## src/pkg/aux_seq_pkg.sv

```systemverilog
package aux_seq_pkg;
    // Printed offsets are not byte offsets: these are word indices.
    localparam logic [7:0]  IDX_FILTER_CFG  = 8'h8C;
    localparam logic [7:0]  IDX_SPARE       = 8'h8D;
    localparam logic [7:0]  IDX_OFFSET_TRIM = 8'h8E;
    localparam logic [7:0]  IDX_GAIN_TRIM   = 8'h8F;
    localparam logic [7:0]  IDX_CONTROL     = 8'hA0;
    localparam logic [7:0]  IDX_STATUS      = 8'hA1;
    localparam logic [7:0]  IDX_RESULT      = 8'hA2;
    localparam logic [7:0]  IDX_STEP_EN     = 8'hA3;
    localparam logic [7:0]  IDX_RAW         = 8'hA4;

    localparam logic [15:0] FILTER_CFG_RST  = 16'h0000;
    localparam logic [15:0] FILTER_CFG_MASK = 16'hC703;
    localparam logic [15:0] SPARE_RST       = 16'h0000;
    localparam logic [15:0] SPARE_MASK      = 16'h00FF;
    localparam logic [15:0] TRIM_RST        = 16'h0000;
    localparam logic [3:0]  STEP_EN_RST     = 4'hF;

    localparam int MODE_HI    = 15;
    localparam int MODE_LO    = 14;
    localparam int DELAY_HI   = 10;
    localparam int DELAY_LO   = 8;
    localparam int OSR_HI     = 1;
    localparam int OSR_LO     = 0;
    localparam int CTL_EN     = 0;
    localparam int CTL_TRIG   = 1;
    localparam int CTL_STBY   = 2;
    localparam int CTL_GAIN_LO = 4;
    localparam int CTL_GAIN_HI = 5;

    localparam logic [1:0]  MODE_SW_SINGLE = 2'b00;
    localparam logic [1:0]  MODE_HW_SINGLE = 2'b01;

    localparam logic [12:0] SETTLE_0 = 13'h0010;
    localparam logic [12:0] SETTLE_1 = 13'h0040;
    localparam logic [12:0] SETTLE_2 = 13'h0080;
    localparam logic [12:0] SETTLE_3 = 13'h0100;
    localparam logic [12:0] SETTLE_4 = 13'h0200;
    localparam logic [12:0] SETTLE_5 = 13'h0400;
    localparam logic [12:0] SETTLE_6 = 13'h0800;
    localparam logic [12:0] SETTLE_7 = 13'h1000;

    localparam logic [12:0] CONV_0 = 13'h0180;
    localparam logic [12:0] CONV_1 = 13'h0200;
    localparam logic [12:0] CONV_2 = 13'h0300;
    localparam logic [12:0] CONV_3 = 13'h0500;

    localparam logic [15:0] FULL_POS = 16'h7FFF;
    localparam logic [15:0] FULL_NEG = 16'h8000;
endpackage

```

## src/verilog/aux_corrector.sv

```systemverilog
module aux_corrector
    import aux_seq_pkg::*;
(
    // Raw sample and trims
    input  wire logic [15:0] raw,
    input  wire logic [15:0] offset_word,
    input  wire logic [15:0] gain_word,
    input  wire logic [1:0]  gain_sel,
    // Corrected sample
    output logic      [15:0] corrected
);
    logic signed [17:0] off_scaled;
    logic signed [18:0] diff;
    logic signed [17:0] factor;
    logic signed [36:0] prod;
    logic signed [20:0] shifted;

    // At gain 2 and 4 the offset step is half, so the word counts half codes.
    always_comb begin
        if (gain_sel == 2'b00) begin
            off_scaled = 18'($signed(offset_word)) <<< 1;
        end else begin
            off_scaled = 18'($signed(offset_word));
        end
        diff    = 19'($signed({raw[15], raw, 1'b0})) - 19'(off_scaled);
        factor  = 18'sh10000 + 18'($signed(gain_word));
        prod    = 37'(diff) * 37'(factor);
        shifted = 21'(prod >>> 17);
        if (shifted > 21'sd32767) begin
            corrected = FULL_POS;
        end else if (shifted < -21'sd32768) begin
            corrected = FULL_NEG;
        end else begin
            corrected = shifted[15:0];
        end
    end
endmodule

```

## src/verilog/aux_sequencer.sv

```systemverilog
// Summary of operation
// - Trigger write aborts and restarts the sequence.
// - Mode 01b: pass on ready-fall or trigger.
// - Ready-fall during running sequence is ignored.
// - Modes 10b, 11b run continuously after trigger.
// - Settle delay 16 to 4096 clocks per step.
// - Oversampling field selects ratio 64 to 512.
// - Conversion lasts 384, 512, 768, 1280 clocks.
// - Offset word two's complement, full step.
// - Offset step halved at gains 2, 4.
// - Spare register stores bits, no effect.
// - Cleared gain word gives unity gain.
// - Disable or standby clears results and counter.
//
// Our own choice: register access over APB.
module aux_sequencer
    import aux_seq_pkg::*;
(
    // APB slave
    input  wire logic        pclk,
    input  wire logic        presetn,
    input  wire logic        psel,
    input  wire logic        penable,
    input  wire logic        pwrite,
    input  wire logic [11:0] paddr,
    input  wire logic [31:0] pwdata,
    output logic      [31:0] prdata,
    output logic             pready,
    output logic             pslverr,
    // Primary converter ready, from its own timing domain
    input  wire logic        primary_conv_ready_n,
    // Converter core
    input  wire logic [15:0] aux_raw_sample,
    output logic             aux_conv_busy,
    output logic [1:0]       aux_step_counter,
    output logic [1:0]       aux_oversampling_select,
    output logic [1:0]       aux_gain_select
);
    typedef enum logic [1:0] {IDLE, SETTLE, CONVERT} seq_state_e;

    logic [15:0] filter_cfg_q;
    logic [15:0] spare_q;
    logic [15:0] offset_trim_q;
    logic [15:0] gain_trim_q;
    logic [7:0]  control_q;
    logic [3:0]  step_en_q;
    logic [15:0] result_q [4];
    logic [15:0] raw_last_q;
    logic [1:0]  step_q;
    logic [12:0] count_q;
    logic        pass_done_q;
    logic [2:0]  rdy_sync_q;
    logic        rdy_level_q;
    seq_state_e  state_q;

    logic        wr;
    logic        rd;
    logic [7:0]  idx;
    logic        mapped;
    logic        trig;
    logic        rdy_fall;
    logic        enable;
    logic        cleared;
    logic [1:0]  mode;
    logic [15:0] corrected;
    logic        last_step;
    logic [1:0]  next_step;
    logic        aligned;
    logic [12:0] settle_len;
    logic [12:0] conv_len;

    function automatic logic [12:0] settle_count(input logic [2:0] sel);
        case (sel)
            3'h0:    settle_count = SETTLE_0;
            3'h1:    settle_count = SETTLE_1;
            3'h2:    settle_count = SETTLE_2;
            3'h3:    settle_count = SETTLE_3;
            3'h4:    settle_count = SETTLE_4;
            3'h5:    settle_count = SETTLE_5;
            3'h6:    settle_count = SETTLE_6;
            default: settle_count = SETTLE_7;
        endcase
    endfunction

    function automatic logic [12:0] conv_count(input logic [1:0] sel);
        case (sel)
            2'h0:    conv_count = CONV_0;
            2'h1:    conv_count = CONV_1;
            2'h2:    conv_count = CONV_2;
            default: conv_count = CONV_3;
        endcase
    endfunction

    // Next enabled step after s, wrapping; returns s if none other.
    function automatic logic [1:0] next_enabled(input logic [1:0] s,
                                                input logic [3:0] en);
        logic [1:0] k;
        next_enabled = s;
        for (int i = 3; i >= 1; i--) begin
            k = 2'(s + 2'(i));
            if (en[k]) begin
                next_enabled = k;
            end
        end
    endfunction

    function automatic logic [1:0] first_enabled(input logic [3:0] en);
        first_enabled = 2'b00;
        for (int i = 3; i >= 0; i--) begin
            if (en[i]) begin
                first_enabled = 2'(i);
            end
        end
    endfunction

    assign aligned  = paddr[1:0] == 2'b00;
    assign wr       = psel && penable && pwrite && aligned;
    assign rd       = psel && !pwrite;
    assign idx      = paddr[9:2];
    assign pready   = 1'b1;
    assign mapped   = (idx == IDX_FILTER_CFG) || (idx == IDX_SPARE)
                   || (idx == IDX_OFFSET_TRIM) || (idx == IDX_GAIN_TRIM)
                   || (idx == IDX_CONTROL) || (idx == IDX_STATUS)
                   || (idx == IDX_RESULT) || (idx == IDX_STEP_EN)
                   || (idx == IDX_RAW);
    assign pslverr  = psel && penable && (!mapped || !aligned);
    assign trig     = wr && idx == IDX_CONTROL && pwdata[CTL_TRIG];
    assign enable   = control_q[CTL_EN];
    assign cleared  = !enable || control_q[CTL_STBY];
    assign mode     = filter_cfg_q[MODE_HI:MODE_LO];
    assign rdy_fall = rdy_level_q && !rdy_sync_q[2] && !rdy_sync_q[1];
    assign next_step = next_enabled(step_q, step_en_q);
    assign last_step = next_step <= step_q;
    assign settle_len = settle_count(filter_cfg_q[DELAY_HI:DELAY_LO]);
    assign conv_len   = conv_count(filter_cfg_q[OSR_HI:OSR_LO]);

    assign aux_conv_busy           = state_q == CONVERT;
    assign aux_step_counter        = step_q;
    assign aux_oversampling_select = filter_cfg_q[OSR_HI:OSR_LO];
    assign aux_gain_select         = control_q[CTL_GAIN_HI:CTL_GAIN_LO];

    aux_corrector aux_corrector_inst (
        .raw         (aux_raw_sample),
        .offset_word (offset_trim_q),
        .gain_word   (gain_trim_q),
        .gain_sel    (aux_gain_select),
        .corrected   (corrected)
    );

    // The ready pin is asynchronous, so it is filtered before edge detection.
    always_ff @(posedge pclk or negedge presetn) begin
        if (!presetn) begin
            rdy_sync_q  <= 3'b111;
            rdy_level_q <= 1'b1;
        end else begin
            rdy_sync_q <= {rdy_sync_q[1:0], primary_conv_ready_n};
            if (rdy_sync_q[2] == rdy_sync_q[1]) begin
                rdy_level_q <= rdy_sync_q[2];
            end
        end
    end

    // Settings are not locked while enabled; software must disable first.
    always_ff @(posedge pclk or negedge presetn) begin
        if (!presetn) begin
            filter_cfg_q <= FILTER_CFG_RST;
        end else if (wr && idx == IDX_FILTER_CFG) begin
            filter_cfg_q <= pwdata[15:0] & FILTER_CFG_MASK;
        end
    end

    always_ff @(posedge pclk or negedge presetn) begin
        if (!presetn) begin
            spare_q <= SPARE_RST;
        end else if (wr && idx == IDX_SPARE) begin
            spare_q <= pwdata[15:0] & SPARE_MASK;
        end
    end

    always_ff @(posedge pclk or negedge presetn) begin
        if (!presetn) begin
            offset_trim_q <= TRIM_RST;
        end else if (wr && idx == IDX_OFFSET_TRIM) begin
            offset_trim_q <= pwdata[15:0];
        end
    end

    always_ff @(posedge pclk or negedge presetn) begin
        if (!presetn) begin
            gain_trim_q <= TRIM_RST;
        end else if (wr && idx == IDX_GAIN_TRIM) begin
            gain_trim_q <= pwdata[15:0];
        end
    end

    // The trigger bit is not stored, so it always reads back as zero.
    always_ff @(posedge pclk or negedge presetn) begin
        if (!presetn) begin
            control_q <= 8'h00;
        end else if (wr && idx == IDX_CONTROL) begin
            control_q <= pwdata[7:0] & 8'h35;
        end
    end

    always_ff @(posedge pclk or negedge presetn) begin
        if (!presetn) begin
            step_en_q <= STEP_EN_RST;
        end else if (wr && idx == IDX_STEP_EN) begin
            step_en_q <= pwdata[3:0];
        end
    end

    always_ff @(posedge pclk or negedge presetn) begin
        if (!presetn) begin
            state_q     <= IDLE;
            step_q      <= 2'b00;
            count_q     <= 13'h0000;
            pass_done_q <= 1'b0;
        end else if (cleared) begin
            state_q <= IDLE;
            step_q  <= 2'b00;
            count_q <= 13'h0000;
        end else if (trig && step_en_q != 4'h0) begin
            state_q     <= SETTLE;
            step_q      <= first_enabled(step_en_q);
            count_q     <= settle_len;
            pass_done_q <= 1'b0;
        end else begin
            case (state_q)
                IDLE: begin
                    if (rdy_fall && mode == MODE_HW_SINGLE
                        && step_en_q != 4'h0) begin
                        state_q <= SETTLE;
                        step_q  <= first_enabled(step_en_q);
                        count_q <= settle_len;
                    end
                end
                SETTLE: begin
                    if (count_q <= 13'h0001) begin
                        state_q <= CONVERT;
                        count_q <= conv_len;
                    end else begin
                        count_q <= 13'(count_q - 13'h0001);
                    end
                end
                CONVERT: begin
                    if (count_q <= 13'h0001) begin
                        count_q <= settle_len;
                        if (last_step && !mode[1]) begin
                            state_q     <= IDLE;
                            pass_done_q <= 1'b1;
                        end else begin
                            state_q <= SETTLE;
                        end
                        step_q <= next_step;
                    end else begin
                        count_q <= 13'(count_q - 13'h0001);
                    end
                end
                default: state_q <= IDLE;
            endcase
        end
    end

    always_ff @(posedge pclk or negedge presetn) begin
        if (!presetn) begin
            for (int i = 0; i < 4; i++) begin
                result_q[i] <= 16'h0000;
            end
            raw_last_q <= 16'h0000;
        end else if (cleared) begin
            for (int i = 0; i < 4; i++) begin
                result_q[i] <= 16'h0000;
            end
            raw_last_q <= 16'h0000;
        end else if (state_q == CONVERT && count_q <= 13'h0001) begin
            result_q[step_q] <= corrected;
            raw_last_q       <= aux_raw_sample;
        end
    end

    always_ff @(posedge pclk or negedge presetn) begin
        if (!presetn) begin
            prdata <= 32'h0000_0000;
        end else if (rd && !penable) begin
            // A misaligned read is refused and returns zero.
            case (aligned ? idx : 8'h00)
                IDX_FILTER_CFG:  prdata <= {16'h0000, filter_cfg_q};
                IDX_SPARE:       prdata <= {16'h0000, spare_q};
                IDX_OFFSET_TRIM: prdata <= {16'h0000, offset_trim_q};
                IDX_GAIN_TRIM:   prdata <= {16'h0000, gain_trim_q};
                IDX_CONTROL:     prdata <= {24'h000000, control_q};
                IDX_STATUS:      prdata <= {27'h0000000, pass_done_q,
                                            step_q, state_q};
                IDX_RESULT:      prdata <= {16'h0000, result_q[paddr[11:10]]};
                IDX_STEP_EN:     prdata <= {28'h0000000, step_en_q};
                IDX_RAW:         prdata <= {16'h0000, raw_last_q};
                default:         prdata <= 32'h0000_0000;
            endcase
        end
    end
endmodule

```

## config.mk

```make
export PLATFORM = sky130hd
export DESIGN_NAME = aux_sequencer
export DESIGN_NICKNAME = d
export VERILOG_FILES = /design/src/pkg/aux_seq_pkg.sv /design/src/verilog/aux_corrector.sv /design/src/verilog/aux_sequencer.sv
export SDC_FILE = /design/constraint.sdc
export NUM_CORES = 1
export LEC_CHECK = 0
export CAP_MARGIN = 25
export CORE_UTILIZATION = 55
export DETAILED_ROUTE_END_ITERATION = 10
export DONT_BUFFER_PORTS = 1
export MAX_ROUTING_LAYER = met4
export PLACE_DENSITY = 0.81
export SYNTH_ARGS = -nofsm -noshare
export SYNTH_HDL_FRONTEND = slang
export SYNTH_HIERARCHICAL = 1
export SYNTH_SLANG_ARGS = --single-unit
```

## constraint.sdc

```tcl
create_clock -name pclk -period 12.8 [get_ports pclk]
set_input_delay 1.92 -clock pclk [delete_from_list [all_inputs] [get_ports pclk]]
set_output_delay 1.92 -clock pclk [all_outputs]
set_load 0.005 [all_outputs]
```

==> key figures <==
Yosys
  – Synth Area in Simple Gates: 12.8%
  – Number of synthesized flops with an enable pin: 0
  – Cell count after synthesis: 2171
  – Synth Area per Inst: 9.86 µm²
  – Synth Area in Adders: 35.3%
  – Post-Syn Area: 21400 µm²
  – Share of the yosys chip area belonging to registers: 20.3%
  – Share of the synthesized area in the top cell type: 26.9%
  – Count of cell types in the netlist: 97
  – Synth warnings: 6
  – Largest family of logic cells by synthesized area: adder cells
  – Compound-Gate Fraction of Synth Area: 12.6%
  – Top cell type by total area after synthesis: fa_1
  – Synth Area in XOR/XNOR: 2.01%
  – Synth cell count leaders: inv_1, fa_1, nand2_1
  – Mux contribution to synthesized area: 7.31%
  – Area contributors post-synth: fa_1, dfrtp_1, ha_1, inv_1, and2_1
  – Most frequent cell after synthesis: inv_1
  – #FFs+latches synth: 173
  – Synth Flop Type: dfrtp_1
  – Ys async rst share: 100%

Clock network
  – TritonCTS clock tree: yes
  – # hold bufs at CTS: 0
  – Clk pin slew, worst setup/hold paths: 0.07 ns
  – Worst skew pair latency: 0.44 ns
  – Clk sinks: 173
  – Post-CTS setup buffer count: 0
  – Clock Root Buffer: clkbuf_16
  – H-tree depth: 4
  – Clock buffer depth: 2
  – Num CTS Buffers: 17
  – Post_cts resized: 0

Floorplanning
  – Chip width: 199 µm
  – Site Rows: 71
  – # IOs: 107
  – Initial Utilization: 56.3%
  – Die area: 39700 µm²
  – DIE HEIGHT: 199 µm
  – CORE AREA: 38000 µm²

Worst hold path
  – Hold Crit Start: rdy_sync_q[0]$_DFF_PN1_
  – Hold depth: 0
  – Hold Crit Class: reg -> reg
  – WHS Endpoint: rdy_sync_q[1]$_DFF_PN1_

Timing
  – TNS Setup: 0 ns
  – Hold slack: 0.358 ns
  – Slew @ Worst Pin: 1.06 ns
  – Final setup viols: 0
  – RSZ-0062 raised after global routing: false
  – Final Max Slew Viols: 0
  – Max Clock Freq: 90.8 MHz
  – Fin. Hold Viols: 0
  – Slew Limit Headroom: 29.0%
  – Period utilization: 86.0%
  – Skew final: 0.00994 ns
  – Min Tclk post-route: 11.01 ns

Setup path
  – Slowest-stage cell, CP: nor2_2
  – CP arrival: 11.34 ns
  – Slowest cell delay on critical path: 0.79 ns
  – R2r endpoint: result_q[19]$_DFFE_PN0P_
  – Setup CP Type: reg -> reg
  – Worst R2R Start: control_q[5]$_DFFE_PN0P_
  – Startpoint Class: flip-flop
  – Setup slack, reg-to-reg: 1.79 ns
  – Worst EP required: 13.13 ns
  – Worst setup EP type: flip-flop
  – Crit-path max FO: 18
  – Crit. Startpoint: control_q[5]$_DFFE_PN0P_
  – R2R cell count: 33

Route
  – DR WL/cell: 20.7 µm
  – Drt pass-1 iters: 5
  – Via density: 6.08
  – Final wirelength: 54300 µm
  – 1st-iter DRT viols: 1293
  – DRC Markers: 0
  – DRT antenna net count: 0
  – Vias after detailed routing: 16000

Global route
  – Gr ovfl total: 0
  – Largest net degree at the start of global routing: 174
  – Number of global-route vias before repair: 17100
  – First-pass GRT wire length: 89300 µm
  – Initial antenna violation count: 1
  – GR Util All Layers: 29.9%

Placement
  – Dpl hpwl: 41300 µm
  – Port bufs: 0
  – Routability congestion estimate: 0.948
  – Placed cells: 2588

Cells and area
  – Area occupied by multi-input gates: 15100 µm²
  – Share of cells above drive strength 1: 9.75%
  – Register area: 4340 µm²
  – Final net count: 2592
  – Finished Layout Cells: 2624
  – P&R area growth vs syn: 4.27%
  – Fillers: 3189

Status
  – Status: finished, final reports clean

Pwr
  – Leakage: 11.1 nW
  – Pwr dens: 58.8 nW/µm²
  – Max VDD drop: 0.0000732 V

Job
  – Max capacitance violation total: 0
## registers in the layout, indices dropped and copies added, names as in the netlist
signal / flops
offset_trim_q: 16
prdata: 16
pass_done_q: 1
raw_last_q: 16
result_q: 64
rdy_level_q: 1
rdy_sync_q: 3
state_q: 2
step_en_q: 4
control_q: 4
gain_trim_q: 16
spare_q: 8
count_q: 13
filter_cfg_q: 7
aux_step_counter: 2
## worst max path at each step
| stage | endpoint | slack (ns) | cells past startpoint |
|---|---|---|---|
| final | result_q[19]$_DFFE_PN0P_ | 1.79 | 33 |
| after global routing | result_q[19]$_DFFE_PN0P_ | 1.19 | 33 |
| after CTS | result_q[34]$_DFFE_PN0P_ | 1.89 | 33 |
| after detailed placement | result_q[50]$_DFFE_PN0P_ | 1.54 | 31 |
| after global placement | result_q[3]$_DFFE_PN0P_ | 1.81 | 31 |
| after floorplan | result_q[5]$_DFFE_PN0P_ | 2.97 | 34 |
## final cells by class
| class | instances | area share [%] |
|---|---|---|
| clock inverter | 15 | 0.779 |
| inverter | 392 | 6.59 |
| sequential | 173 | 19.4 |
| clock buffer | 17 | 1.91 |
| multi-input combinational | 1494 | 67.6 |
| antenna | 1 | 0.0112 |
| timing repair buffer | 21 | 0.813 |
| tap | 511 | 2.86 |
## cell usage in the layout, fill, tap and decap left out, drive strengths merged, types with 17 or more instances in the layout
| cell type | count |
|---|---|
| inv | 399 |
| fa | 288 |
| nand2 | 193 |
| dfrtp | 165 |
| ha | 139 |
| and2 | 135 |
| a22o | 84 |
| mux2 | 74 |
| nor2 | 59 |
| a21oi | 53 |
| o21ai | 51 |
| xnor2 | 32 |
| mux2i | 28 |
| nand3 | 24 |
| nor2b | 22 |
| buf | 21 |
| mux4 | 20 |
| conb | 19 |
| a21o | 18 |
| o22ai | 18 |
| nor3 | 17 |
| clkbuf | 17 |
| xor2 | 17 |
## per-layer routing
metal | up-vias | track usage (%) | routed length, µm
li1 | 6937 | - | -
met5 | - | - | 0
met1 | 8204 | 38.3 | 21800
met3 | 138 | 6.38 | 4670
met2 | 673 | 46.8 | 26000
met4 | 0 | 10.6 | 1890
## through the flow
stage | total power, W | setup slack [ns] | instance area (µm²) | utilization (%)
floorplan | 0.000734 | 2.97 | 21500 | -
global placement | 0.000784 | 1.81 | 21700 | 57.0
detailed placement | 0.000789 | 1.54 | 21700 | 57.0
CTS | 0.00131 | 1.89 | 22300 | 58.6
global route | 0.00136 | 1.19 | 22300 | 58.7
finish | 0.00131 | 1.79 | 22300 | 58.7
## critical path: cells and delay by family (launching register included)
kind,cells,cell delay (ns)
fa+ha+maj,7,3.52
compound gates,10,2.75
simple gates,6,1.83
buf+inv,7,0.95
xor+xnor,2,0.89
flops,1,0.49
mux,1,0.44
## cell families (layout without fill, tap and decap cells)
group,count (synthesis),after routing
and+or+nand+nor,527,527
DFF,173,173
AOI/OAI and AO/OA,346,346
xor gates and xnor gates,49,49
muxes,122,122
other,3,20
buffers and inverters,520,445
adders and majority gates,431,431
## where the power goes
part	internal [W]	switching (W)
combinational	0.0000793	0.000147
clock	0.000278	0.000250
sequential	0.000552	0.00000649
total	0.000910	0.000403
Note: power is estimated with default switching activity, not from simulation.
